**src/rtl/ldg_pkg.sv**
```systemverilog
// constants and helpers for logical device irq/dma gating and floppy config
`default_nettype none
package ldg_pkg;
    // ------------------------------------------------------------
    // logical device numbers and register indexes
    // ------------------------------------------------------------
    localparam logic [7:0] LDN_FLOPPY = 8'h00;
    localparam logic [7:0] LDN_PARALLEL = 8'h03;
    localparam logic [7:0] LDN_SERIAL1 = 8'h04;
    localparam logic [7:0] LDN_SERIAL2 = 8'h05;
    localparam logic [7:0] IDX_IRQ_SELECT = 8'h70;
    localparam logic [7:0] IDX_DMA_SELECT = 8'h74;
    localparam logic [7:0] IDX_FLOPPY_MODE = 8'hF0;
    localparam logic [7:0] IDX_FLOPPY_OPTION = 8'hF1;
    localparam logic [7:0] IDX_DRIVE_TYPE = 8'hF2;
    localparam logic [7:0] IDX_FLOPPY_ZERO = 8'hF3;
    // ------------------------------------------------------------
    // reset values and writable masks
    // ------------------------------------------------------------
    localparam logic [3:0] IRQ_SEL_NONE = 4'h0;
    localparam logic [3:0] IRQ_SEL_FLOPPY_RST = 4'h6;
    localparam logic [3:0] IRQ_SEL_SHARED_SMI = 4'h2;
    localparam logic [2:0] DMA_SEL_RESERVED = 3'h0;
    localparam logic [2:0] DMA_SEL_FLOPPY_RST = 3'h2;
    localparam logic [2:0] DMA_SEL_NONE_RST = 3'h4;
    localparam logic [2:0] DMA_SEL_LAST = 3'h3;
    localparam logic [7:0] FLOPPY_MODE_RST = 8'h0E;
    localparam logic [7:0] FLOPPY_OPTION_RST = 8'h00;
    localparam logic [7:0] DRIVE_TYPE_RST = 8'hFF;
    localparam logic [7:0] FLOPPY_MODE_WMASK = 8'hCF;
    localparam logic [7:0] FLOPPY_OPTION_WMASK = 8'h0D;
    localparam logic [7:0] DRIVE_TYPE_WMASK = 8'hFF;
    // ------------------------------------------------------------
    // field positions and encodings
    // ------------------------------------------------------------
    localparam int FM_ENHANCED_BIT = 0;
    localparam int FM_NON_BURST_BIT = 1;
    localparam int FM_IFACE_LSB = 2;
    localparam int FM_PUSH_PULL_BIT = 6;
    localparam int FM_TRISTATE_BIT = 7;
    localparam int FO_FORCE_WP_BIT = 0;
    localparam int FO_DENSITY_LSB = 2;
    localparam int DT_A_LSB = 0;
    localparam int DT_B_LSB = 2;
    localparam logic [1:0] DENS_FORCE_HIGH = 2'h2;
    localparam logic [1:0] DENS_FORCE_LOW = 2'h3;
    localparam logic [2:0] ECR_MODE_FIFO = 3'h2;
    localparam logic [2:0] ECR_MODE_ECP = 3'h3;
    localparam logic [2:0] ECR_MODE_TEST = 3'h6;
    localparam int NUM_IRQ_SRC = 4;
    localparam int NUM_DMA_SRC = 3;

    typedef logic [3:0] ldg_irq_sel_t;
    typedef logic [2:0] ldg_dma_sel_t;

    function automatic logic ldg_dma_valid(input ldg_dma_sel_t sel);
        ldg_dma_valid = (sel != DMA_SEL_RESERVED) && (sel <= DMA_SEL_LAST);
    endfunction

    function automatic logic ldg_ecr_irq_on(input logic [2:0] mode);
        ldg_ecr_irq_on = (mode == ECR_MODE_FIFO) || (mode == ECR_MODE_ECP)
            || (mode == ECR_MODE_TEST);
    endfunction
endpackage
`default_nettype wire

```
**src/rtl/ldg_line_router.sv**
```systemverilog
// routes gated device requests onto the selected irq and dma lines
`default_nettype none
module ldg_line_router
    import ldg_pkg::*;
(
    input wire logic [NUM_IRQ_SRC-1:0][3:0] irq_sel,
    input wire logic [NUM_IRQ_SRC-1:0] irq_req,
    input wire logic [NUM_DMA_SRC-1:0][2:0] dma_sel,
    input wire logic [NUM_DMA_SRC-1:0] dma_req,
    output logic [15:0] irq_lines,
    output logic [15:0] irq_used,
    output logic [3:0] dma_lines
);
    always_comb
    begin
        irq_lines = 16'h0000;
        irq_used = 16'h0000;
        dma_lines = 4'h0;
        for (int i = 0; i < NUM_IRQ_SRC; i++)
        begin
            // selector zero drives nothing; unused lines stay low
            if (irq_sel[i] != IRQ_SEL_NONE)
            begin
                irq_used[irq_sel[i]] = 1'b1;
                irq_lines[irq_sel[i]] = irq_lines[irq_sel[i]] | irq_req[i];
            end
        end
        for (int j = 0; j < NUM_DMA_SRC; j++)
        begin
            if (ldg_dma_valid(dma_sel[j]))
            begin
                dma_lines[dma_sel[j][1:0]] = dma_lines[dma_sel[j][1:0]] | dma_req[j];
            end
        end
    end
endmodule // ldg_line_router
`default_nettype wire

```
**src/rtl/ldg_gating_top.sv**
```systemverilog
// logical device irq/dma gating and floppy vendor configuration registers
// Function
// - irq needs non-zero select and, for floppy, the drive control gate bit
// - parallel irq needs printer irq enable except in ecp modes 010, 011, 110; ecp also needs service mask clear
// - serial irq needs some of enable bits 0..3 and the aux modem output
// - an irq line nobody selects and enables stays low
// - every irq number 1..15 is selectable and delivered as a line
// - floppy irq select resets to 6, other devices to none
// - dma select bits 2:0: 0 reserved, 1..3 channels, 4..7 none
// - dma select resets to 2 for floppy, 4 for devices 3 and 5
// - dma active only for select 1..3 with the owner's enable
// - floppy gate low or powered down kills irq, dma and acks
// - serial irq off while aux modem output bit is zero
// - standard and epp parallel irq off while printer irq enable is zero
// - ecp modes 010, 011, 110 irq on while service mask clear; dma always by ecp gate
// - vendor registers reset only on hard reset, not soft reset
// - interface mode 11 standard, 10 reserved, 01/00 legacy variants
// - mode bit6 push-pull, bit7 tristates floppy outputs
// - forced write protect active on any selected drive, ORed with others
// - density 00/01 normal, 10 forces one, 11 forces zero
// - drive type resets 0xFF: a in 1:0, b in 3:2, 7:4 storage
// - index 0xF3 is read only and reads zero
// - irq select bits 3:0 choose line, 0 none, 2 shared; here select 2 only drives irq line 2, there is no smi
`default_nettype none
module ldg_gating_top
    import ldg_pkg::*;
(
    input wire logic clk_sys,
    input wire logic rst_n,
    input wire logic soft_reset,
    input wire logic [7:0] cfg_ldn,
    input wire logic [7:0] cfg_index,
    input wire logic cfg_wr,
    input wire logic [7:0] cfg_wdata,
    input wire logic cfg_rd,
    input wire logic floppy_dma_irq_gate,
    input wire logic floppy_power_down,
    input wire logic floppy_irq_req,
    input wire logic floppy_dma_req,
    input wire logic printer_irq_enable,
    input wire logic ecp_mode,
    input wire logic [2:0] ecr_mode,
    input wire logic ecp_service_int_mask,
    input wire logic ecp_dma_gate,
    input wire logic printer_irq_req,
    input wire logic printer_dma_request,
    input wire logic [3:0] uart1_int_enable_reg,
    input wire logic uart1_modem_aux_output_b,
    input wire logic uart1_irq_req,
    input wire logic [3:0] uart2_int_enable_reg,
    input wire logic uart2_modem_aux_output_b,
    input wire logic uart2_irq_req,
    input wire logic [3:0] dma_ack,
    input wire logic write_protect_input_n,
    input wire logic drive_select_first_n,
    input wire logic drive_select_second_n,
    input wire logic floppy_global_wp,
    input wire logic density_in,
    output logic [7:0] cfg_rdata,
    output logic [15:0] irq_line,
    output logic [3:0] dma_request,
    output logic floppy_dack,
    output logic printer_dack,
    output logic write_protect_core_n,
    output logic floppy_status_a_wp,
    output logic density_out,
    output logic floppy_enhanced_mode,
    output logic floppy_dma_non_burst,
    output logic [1:0] floppy_interface_mode,
    output logic floppy_out_push_pull,
    output logic floppy_out_tristate,
    output logic [1:0] drive_a_type,
    output logic [1:0] drive_b_type
);
    // ------------------------------------------------------------
    // reset release
    // ------------------------------------------------------------
    logic rst_meta;
    logic rst_q;

    always_ff @(posedge clk_sys or negedge rst_n)
    begin
        if (!rst_n)
        begin
            rst_meta <= 1'b0;
            rst_q <= 1'b0;
        end
        else
        begin
            rst_meta <= 1'b1;
            rst_q <= rst_meta;
        end
    end

    // ------------------------------------------------------------
    // configuration registers
    // ------------------------------------------------------------
    // source order: 0 floppy, 1 parallel, 2 serial1, 3 serial2
    ldg_irq_sel_t [NUM_IRQ_SRC-1:0] irq_sel;
    ldg_irq_sel_t [NUM_IRQ_SRC-1:0] next_irq_sel;
    // source order: 0 floppy, 1 parallel, 2 serial2 (stored only)
    ldg_dma_sel_t [NUM_DMA_SRC-1:0] dma_sel;
    ldg_dma_sel_t [NUM_DMA_SRC-1:0] next_dma_sel;
    logic [7:0] floppy_mode_config;
    logic [7:0] next_floppy_mode_config;
    logic [7:0] floppy_option_config;
    logic [7:0] next_floppy_option_config;
    logic [7:0] floppy_drive_type;
    logic [7:0] next_floppy_drive_type;
    logic [7:0] next_cfg_rdata;
    int irq_src;
    int dma_src;

    always_comb
    begin
        unique case (cfg_ldn)
            LDN_FLOPPY: irq_src = 0;
            LDN_PARALLEL: irq_src = 1;
            LDN_SERIAL1: irq_src = 2;
            LDN_SERIAL2: irq_src = 3;
            default: irq_src = -1;
        endcase
        unique case (cfg_ldn)
            LDN_FLOPPY: dma_src = 0;
            LDN_PARALLEL: dma_src = 1;
            LDN_SERIAL2: dma_src = 2;
            default: dma_src = -1;
        endcase
    end

    always_comb
    begin
        next_irq_sel = irq_sel;
        next_dma_sel = dma_sel;
        next_floppy_mode_config = floppy_mode_config;
        next_floppy_option_config = floppy_option_config;
        next_floppy_drive_type = floppy_drive_type;
        next_cfg_rdata = cfg_rdata;
        if (cfg_wr)
        begin
            if (cfg_index == IDX_IRQ_SELECT && irq_src >= 0)
            begin
                next_irq_sel[irq_src] = cfg_wdata[3:0];
            end
            if (cfg_index == IDX_DMA_SELECT && dma_src >= 0)
            begin
                next_dma_sel[dma_src] = cfg_wdata[2:0];
            end
            if (cfg_ldn == LDN_FLOPPY)
            begin
                unique case (cfg_index)
                    IDX_FLOPPY_MODE:
                        next_floppy_mode_config = cfg_wdata & FLOPPY_MODE_WMASK;
                    IDX_FLOPPY_OPTION:
                        next_floppy_option_config = cfg_wdata & FLOPPY_OPTION_WMASK;
                    IDX_DRIVE_TYPE: next_floppy_drive_type = cfg_wdata & DRIVE_TYPE_WMASK;
                    default: next_floppy_drive_type = floppy_drive_type;
                endcase
            end
        end
        // soft reset restores only the standard selects, never vendor registers
        if (soft_reset)
        begin
            next_irq_sel = {IRQ_SEL_NONE, IRQ_SEL_NONE, IRQ_SEL_NONE, IRQ_SEL_FLOPPY_RST};
            next_dma_sel = {DMA_SEL_NONE_RST, DMA_SEL_NONE_RST, DMA_SEL_FLOPPY_RST};
        end
        if (cfg_rd)
        begin
            next_cfg_rdata = 8'h00;
            if (cfg_index == IDX_IRQ_SELECT && irq_src >= 0)
            begin
                next_cfg_rdata = {4'h0, irq_sel[irq_src]};
            end
            if (cfg_index == IDX_DMA_SELECT && dma_src >= 0)
            begin
                next_cfg_rdata = {5'h00, dma_sel[dma_src]};
            end
            if (cfg_ldn == LDN_FLOPPY)
            begin
                unique case (cfg_index)
                    IDX_FLOPPY_MODE: next_cfg_rdata = floppy_mode_config;
                    IDX_FLOPPY_OPTION: next_cfg_rdata = floppy_option_config;
                    IDX_DRIVE_TYPE: next_cfg_rdata = floppy_drive_type;
                    IDX_FLOPPY_ZERO: next_cfg_rdata = 8'h00;
                    default: next_cfg_rdata = next_cfg_rdata;
                endcase
            end
        end
    end

    always_ff @(posedge clk_sys or negedge rst_q)
    begin
        if (!rst_q)
        begin
            irq_sel <= {IRQ_SEL_NONE, IRQ_SEL_NONE, IRQ_SEL_NONE, IRQ_SEL_FLOPPY_RST};
            dma_sel <= {DMA_SEL_NONE_RST, DMA_SEL_NONE_RST, DMA_SEL_FLOPPY_RST};
            floppy_mode_config <= FLOPPY_MODE_RST;
            floppy_option_config <= FLOPPY_OPTION_RST;
            floppy_drive_type <= DRIVE_TYPE_RST;
            cfg_rdata <= 8'h00;
        end
        else
        begin
            irq_sel <= next_irq_sel;
            dma_sel <= next_dma_sel;
            floppy_mode_config <= next_floppy_mode_config;
            floppy_option_config <= next_floppy_option_config;
            floppy_drive_type <= next_floppy_drive_type;
            cfg_rdata <= next_cfg_rdata;
        end
    end

    // ------------------------------------------------------------
    // per device gating
    // ------------------------------------------------------------
    logic fdc_en;
    logic pp_irq_gate;
    logic pp_dma_gate;
    logic [1:0] uart_irq_gate;
    logic [NUM_IRQ_SRC-1:0] irq_req_gated;
    logic [NUM_DMA_SRC-1:0] dma_req_gated;
    logic [15:0] route_irq;
    logic [15:0] route_used;
    logic [3:0] route_dma;

    always_comb
    begin
        fdc_en = floppy_dma_irq_gate && !floppy_power_down;
        // ecp service mask is honoured even in the always-on modes
        if (ecp_mode)
        begin
            pp_irq_gate = (ldg_ecr_irq_on(ecr_mode) || printer_irq_enable)
                && !ecp_service_int_mask;
        end
        else
        begin
            pp_irq_gate = printer_irq_enable;
        end
        pp_dma_gate = ecp_mode && ecp_dma_gate;
        uart_irq_gate[0] = (|uart1_int_enable_reg) && uart1_modem_aux_output_b;
        uart_irq_gate[1] = (|uart2_int_enable_reg) && uart2_modem_aux_output_b;
        irq_req_gated = {uart2_irq_req && uart_irq_gate[1], uart1_irq_req && uart_irq_gate[0],
            printer_irq_req && pp_irq_gate, floppy_irq_req && fdc_en};
        // serial port 2 owns no dma request line here
        dma_req_gated = {1'b0, printer_dma_request && pp_dma_gate, floppy_dma_req && fdc_en};
    end

    ldg_line_router u_router (
        .irq_sel(irq_sel),
        .irq_req(irq_req_gated),
        .dma_sel(dma_sel),
        .dma_req(dma_req_gated),
        .irq_lines(route_irq),
        .irq_used(route_used),
        .dma_lines(route_dma)
    );

    // ------------------------------------------------------------
    // registered outputs
    // ------------------------------------------------------------
    logic [15:0] next_irq_line;
    logic [3:0] next_dma_request;
    logic next_floppy_dack;
    logic next_printer_dack;
    logic wp_active;
    logic next_density_out;

    always_comb
    begin
        next_irq_line = route_irq & route_used;
        next_dma_request = route_dma;
        next_floppy_dack = fdc_en && ldg_dma_valid(dma_sel[0])
            && dma_ack[dma_sel[0][1:0]];
        next_printer_dack = pp_dma_gate && ldg_dma_valid(dma_sel[1])
            && dma_ack[dma_sel[1][1:0]];
        wp_active = (floppy_option_config[FO_FORCE_WP_BIT]
            && (!drive_select_first_n || !drive_select_second_n))
            || !write_protect_input_n || floppy_global_wp;
        unique case (floppy_option_config[FO_DENSITY_LSB +: 2])
            DENS_FORCE_HIGH: next_density_out = 1'b1;
            DENS_FORCE_LOW: next_density_out = 1'b0;
            default: next_density_out = density_in;
        endcase
    end

    always_ff @(posedge clk_sys or negedge rst_q)
    begin
        if (!rst_q)
        begin
            irq_line <= 16'h0000;
            dma_request <= 4'h0;
            floppy_dack <= 1'b0;
            printer_dack <= 1'b0;
            write_protect_core_n <= 1'b1;
            floppy_status_a_wp <= 1'b0;
            density_out <= 1'b0;
            floppy_enhanced_mode <= 1'b0;
            floppy_dma_non_burst <= 1'b0;
            floppy_interface_mode <= 2'h0;
            floppy_out_push_pull <= 1'b0;
            floppy_out_tristate <= 1'b0;
            drive_a_type <= 2'h0;
            drive_b_type <= 2'h0;
        end
        else
        begin
            irq_line <= next_irq_line;
            dma_request <= next_dma_request;
            floppy_dack <= next_floppy_dack;
            printer_dack <= next_printer_dack;
            write_protect_core_n <= !wp_active;
            floppy_status_a_wp <= wp_active;
            density_out <= next_density_out;
            floppy_enhanced_mode <= floppy_mode_config[FM_ENHANCED_BIT];
            floppy_dma_non_burst <= floppy_mode_config[FM_NON_BURST_BIT];
            floppy_interface_mode <= floppy_mode_config[FM_IFACE_LSB +: 2];
            floppy_out_push_pull <= floppy_mode_config[FM_PUSH_PULL_BIT];
            floppy_out_tristate <= floppy_mode_config[FM_TRISTATE_BIT];
            drive_a_type <= floppy_drive_type[DT_A_LSB +: 2];
            drive_b_type <= floppy_drive_type[DT_B_LSB +: 2];
        end
    end
endmodule // ldg_gating_top
`default_nettype wire

```
**config.mk**
```make
export PLATFORM = sky130hd
export DESIGN_NAME = ldg_gating_top
export DESIGN_NICKNAME = d
export VERILOG_FILES = /design/src/rtl/ldg_pkg.sv /design/src/rtl/ldg_line_router.sv /design/src/rtl/ldg_gating_top.sv
export SDC_FILE = /design/constraint.sdc
export NUM_CORES = 1
export LEC_CHECK = 0
export BUFFER_PORTS_ARGS = -buffer_cell sky130_fd_sc_hd__buf_2
export CAP_MARGIN = 40
export CORE_UTILIZATION = 59
export DETAILED_ROUTE_END_ITERATION = 7
export GPL_TIMING_DRIVEN = 0
export PLACE_DENSITY = 0.9
export SLEW_MARGIN = 15
export SYNTH_ARGS = -nofsm -noshare
export SYNTH_HDL_FRONTEND = slang
export SYNTH_SLANG_ARGS = --single-unit
```
**constraint.sdc**
```tcl
create_clock -name clk_sys -period 6.8 [get_ports clk_sys]
set_input_delay 1.02 -clock clk_sys [delete_from_list [all_inputs] [get_ports clk_sys]]
set_output_delay 1.02 -clock clk_sys [all_outputs]
set_load 0.02 [all_outputs]
```
== Word-level counts from Yosys, hierarchy flattened ==
Memory sizes are Yosys's and may differ from the RTL's.
Index checks and enable logic that the tools add are counted.

* Bits in registers: 87
* Memory bits (read-only): 16
* Input bits: 63
* Output and inout port bits: 43
* Word-level logic and storage cells: 210
* Memories: 1

* $lt $le $gt $ge: 23
* Equal/unequal tests: 14
* Muxes and demuxes: 73
* Bitwise logic cells: 12
* Reductions and logical operators: 60

{| class="wikitable"
|+ Memories
! name !! words !! bits a word !! read ports !! clocked after memory_dff !! wr ports !! line !! RTL
|-
| (no name shown) || 16 || 1 || 1 || 0 || 0 || ldg_line_router.sv:25 || <nowiki>irq_lines[irq_sel[i]] = irq_lines[irq_sel[i]] | irq_req[i];</nowiki>
|}

{| class="wikitable"
|+ Operator list
! kind !! number
|-
| $mux 16 || 11
|-
| $ge 32x1->1 const B || 4
|-
| $pmux 32 s4 || 1
|-
| $pmux 32 s3 || 1
|-
| $bwmux 16 || 4
|-
| $lt 32x4->1 const B || 2
|-
| $or 16x16->16 || 3
|-
| $and 16x16->16 || 2
|-
| $eq 8x8->1 const B || 4
|-
| $pmux 8 s4 || 1
|-
| $logic_and 1x1->1 || 30
|-
| $mux 4 || 7
|-
| $mux 9 || 3
|-
| $lt 4x5->1 const B || 4
|-
| $mux 1 || 17
|-
| $demux 1 s4 || 4
|-
| $eq 8x3->1 const B || 2
|-
| $eq 8x7->1 const B || 2
|-
| $ge 4x1->1 const B || 4
|-
| $mux 8 || 2
|-
| $reduce_bool 4->1 || 4
|-
| $bmux 1 s4 || 3
|-
| $bmux 1 s2 || 5
|-
| $bwmux 9 || 1
|-
| other kinds (25) || 61
|}

== Depth between registers and ports, before layout ==
* Word-level depth: 22
* Depth in mapped cells: 8
* Mapped depth without buffers: 6

== Cells and area by module ==
From an unflattened synthesis, not the netlist that was laid out.

* Cell total of the unflattened synthesis: 658
* Area, all modules: 5851.9 µm²

{| class="wikitable"
|+ By module, submodules not included
! module !! instances !! cells an instance !! area an instance (µm²) !! seq. area each (µm²)
|-
| ldg_gating_top || 1 || 347 || 3946.3 || 2198.4
|-
| ldg_line_router || 1 || 311 || 1905.6 || 0.0
|}

== Least setup slack after synthesis ==
Ideal clock, no wire load.

* Kind: in2reg
* From: input cfg_ldn[5]
* To: register floppy_option_config[3]
* Setup time: 125 ps
* Arrival: 2487 ps
* Required time: 6675 ps
* Setup slack: 4188 ps
* Stages on the path: 5
* Buffers on the path: 0
* Cell sequence: or3_4 -> nor3b_4 -> and2_1 -> and3_1 -> mux2_2

* Word-level cells in the longest chain between the ends: 2

{| class="wikitable"
|+ Ends and longest elaborated chain
! what !! line !! RTL
|-
| from (decl) || ldg_gating_top.sv:31 || <nowiki>input wire logic [7:0] cfg_ldn,</nowiki>
|-
| $logic_not 8->1 || ldg_gating_top.sv:149 || <nowiki>if (cfg_ldn == LDN_FLOPPY)</nowiki>
|-
| $reduce_and 3->1 (no source line) || -- ||
|-
| to (signal assigned) || ldg_gating_top.sv:207 || <nowiki>floppy_option_config <= next_floppy_option_config;</nowiki>
|-
| to (decl) || ldg_gating_top.sv:106 || <nowiki>logic [7:0] floppy_option_config;</nowiki>
|}

No other way between the ends.
A chain may end at the register's enable or synchronous reset.

== Worst setup path after layout ==
* From: input cfg_index[3]
* To: register irq_sel[12] (netlist bit)

* Word-level cells in the longest chain between the ends: 4

{| class="wikitable"
|+ Ends and longest elaborated chain
! what !! line !! RTL
|-
| from (decl) || ldg_gating_top.sv:32 || <nowiki>input wire logic [7:0] cfg_index,</nowiki>
|-
| $eq 8x7->1 || ldg_gating_top.sv:141 || <nowiki>if (cfg_index == IDX_IRQ_SELECT && irq_src >= 0)</nowiki>
|-
| $logic_and 1x1->1 || ldg_gating_top.sv:141 ||
|-
| $reduce_bool 2->1 (no source line) || -- ||
|-
| $reduce_and 2->1 (no source line) || -- ||
|-
| to (signal assigned) || ldg_gating_top.sv:195 || <nowiki>irq_sel <= {IRQ_SEL_NONE, IRQ_SEL_NONE, IRQ_SEL_NONE, IRQ_SEL_FLOPPY_RST};</nowiki>
|-
| to (signal assigned) || ldg_gating_top.sv:204 || <nowiki>irq_sel <= next_irq_sel;</nowiki>
|-
| to (decl) || ldg_gating_top.sv:99 || <nowiki>ldg_irq_sel_t [NUM_IRQ_SRC-1:0] irq_sel;</nowiki>
|}

No other way between the ends.

==> impl_metrics.ini <==
[run_status]
status = completed

[clock_tree]
cts_resized = 0
clock-root-buffer = clkbuf_8
postCtsSetupBuffers = 0
ctsHoldBuffers = 0
clock_path_buffers = 2
clkSinkCount = 86
insertion_delay_ns = 0.38
clk_pin_slew_worst_paths_ns = 0.09
cts_htree_levels = 3
cts_buffers = 9
cts_tree = built

[drt]
postRouteAntennaNets = 0
top_layer = met4
met2WireLength_um = 6540
vias = 4451
met1_length_um = 5260
drtIter0Drc = 263
first_pass_iters = 5
vias_per_cell = 6.23
drc_errors = 0
drt_wl_total_um = 13200
dr_wl_met3_um = 900
wire_per_inst_um = 18.5

[setup_path]
arrival_ns = 2.93
worstSetupPathType = in2reg
worstPathMaxFanout = 7
r2r_slack_ns = 4.47
cp-start-kind = input port
required_ns = 7.05
r2r_start = irq_sel[3]$_DFFE_PN0P_
reg2reg_to = irq_line[15]$_DFF_PN0_
rr_worst_depth = 7
cp-end-kind = flop

[pwr]
leakagePower_nw = 2.59
peakVddDrop_mv = 0.144
total_power_mw = 0.973
p_per_area_nw_per_um2 = 169

[global_route]
gr-total-overflow = 0
grt_max_degree = 63
grtUsageTotal = 0.325
grt_pass1_wl_um = 21500
grt_pass1_vias = 4435
antenna_found_initial = 0

[finish]
drive_gt1_frac = 0.313
syn_to_final_growth_pct = 17.6
stdcell_count = 715
diodes = 0
fin_nets = 671

[timing]
slew-limit-headroom = 0.466
final_max_slew_viol_count = 0
min_period_ns = 2.68
tightest_slew_ns = 0.794
max_freq_ghz = 0.373
fin_skew_ns = 0.00890
fin_crit_sh = 0.395
finalSetupTns_ns = 0
setup_viol = 0
rsz0062_at_grt = false
finalHoldViolCount = 0

[logic_synthesis]
synthArstFlopShare = 1.00
synth_cell_type_count = 74
syn_avg_cell_area_um2 = 9.87
synth_ff_type = dfrtp_1
synth.cell_area_um2 = 4900
yosysWarningCount = 0
yosysSeqAreaShare = 0.443
synth_edf_count = 0
synth_seq_cells = 86
synth_cells = 497

[placement]
dp_hpwl_um = 9540
gp_congestion = 0.924
port_buffers = 98
placedCellCount = 699

[flow_run]
drv_cap = 0

[die]
rows = 32
pin_count = 106
dieWidth_um = 93.2
die_h_um = 93.2
die-area_um2 = 8680
start_util = 0.622
coreArea_um2 = 7890

[min_path]
hold_path_class = reg2async
-- cells in the mapped netlist (3+ instances only) --
cell type	instances	share of area
a211oi_1	4	0.0061
clkbuf_1	19	0.015
a31o_2	3	0.0054
nand3_1	20	0.020
inv_1	8	0.0061
a22oi_1	4	0.0061
o221ai_1	4	0.0071
nand2b_1	11	0.014
nor3_1	8	0.0082
nand4_1	6	0.0077
nand3b_1	5	0.0077
nor2b_1	22	0.028
nand4b_1	4	0.0071
xor2_1	3	0.0054
mux2_2	13	0.030
nor2_1	43	0.033
nand2_1	37	0.028
buf_4	10	0.015
buf_2	6	0.0061
nor4bb_1	3	0.0061
o21ai_1	15	0.015
a221oi_1	5	0.0089
nor4_1	5	0.0064
a21oi_1	18	0.018
o22ai_1	9	0.011
o21ai_0	15	0.015
and3_1	6	0.0077
dfstp_2	17	0.091
mux2_4	8	0.024
dfrtp_1	69	0.35
and2_1	6	0.0077
nor4_2	3	0.0077
a31oi_1	7	0.0089
mux2i_1	27	0.055
-- sequential cells by signal (all words and copies together), names as in the netlist, 2 cells and up --
signal,count
dma_sel,9
cfg_rdata,8
drive_b_type,2
floppy_interface_mode,2
drive_a_type,2
floppy_mode_config,6
floppy_option_config,3
floppy_drive_type,8
irq_line,15
dma_request,4
irq_sel,16
-- metal layers --
layer / vias up / track usage
met5: - / 0
met4: 0 / 0.171
met3: 48 / 0.0553
met2: 244 / 0.539
met1: 2141 / 0.408
li1: 2018 / -
-- worst max-delay path, cell delays in order --
cell and delay, ns:
buf_2 0.09, nand4b_1 0.24, nor4_2 0.30, nor4b_2 0.58, and3_1 0.27, buf_4 0.16, mux2i_1 0.21, nor2_1 0.07
-- through the flow --
step                hold slack, ns  area [um2]   util  worst slack, ns
detailed placement           0.239        5560  0.705             3.78
floorplan                    0.331        4910      -             4.19
global route                 0.254        5770  0.731             3.90
finish                       0.232        5770  0.731             4.12
CTS                          0.241        5770  0.731             4.14
global placement             0.335        5530  0.701             3.51
-- cell type report --
| class | count | area, um2 |
|---|---|---|
| clock buffer | 11 | 141 |
| timing repair buffer | 99 | 518 |
| clock inverter | 5 | 66.3 |
| buffer | 37 | 191 |
| inverter | 8 | 30.0 |
| tap | 102 | 128 |
| multi-input combinational | 367 | 2510 |
| fill | 591 | 2120 |
| sequential | 86 | 2180 |
-- layout by cell type (no fill, tap or decap), types with 9 or more instances in the layout --
cell type,synthesis,routed
mux2_2,13,13
nand2_1,37,37
dfrtp_1,69,68
mux2i_1,27,27
dfstp_2,17,17
o21ai_1,15,15
buf_4,10,10
o22ai_1,9,9
clkbuf_1,19,20
o21ai_0,15,15
buf_2,6,104
nor2_1,43,43
nand3_1,20,20
nor2b_1,22,22
nand2b_1,11,11
a21oi_1,18,18
clkbuf_8,0,10
-- logic make-up (layout without fill, tap and decap cells) --
kind of cell	Yosys count	count (layout)	share of synthesized area
flops	86	86	0.443
compound gates	110	110	0.150
other cells	2	3	0.00153
buf+inv	45	160	0.0452
simple gates	199	199	0.235
mux	48	48	0.109
xor+xnor	7	7	0.0156
-- where the power goes --
| group | internal (mW) | total (mW) | switching (mW) | leakage (nW) |
|---|---|---|---|---|
| Clock | 0.185 | 0.384 | 0.199 | 0.102 |
| Sequential | 0.514 | 0.518 | 0.00340 | 1.13 |
| Combinational | 0.0267 | 0.0708 | 0.0441 | 1.36 |
| Total | 0.726 | 0.973 | 0.247 | 2.59 |
-- worst max-delay path by stage --
stage / start / endpoint / slack (ns) / cells past startpoint
after floorplan: cfg_ldn[5] / floppy_option_config[3]$_DFFE_PN0P_ / 4.19 / 5
after global placement: rst_q$_DFF_PN0_ / irq_line[4]$_DFF_PN0_ / 3.51 / 0
after detailed placement: uart1_int_enable_reg[1] / irq_line[3]$_DFF_PN0_ / 3.78 / 8
after CTS: uart1_int_enable_reg[1] / irq_line[3]$_DFF_PN0_ / 4.14 / 8
after global routing: cfg_ldn[5] / irq_sel[7]$_DFFE_PN0P_ / 3.90 / 8
final: cfg_index[3] / irq_sel[12]$_DFFE_PN0P_ / 4.12 / 8
(Power assumes the default switching activity.)
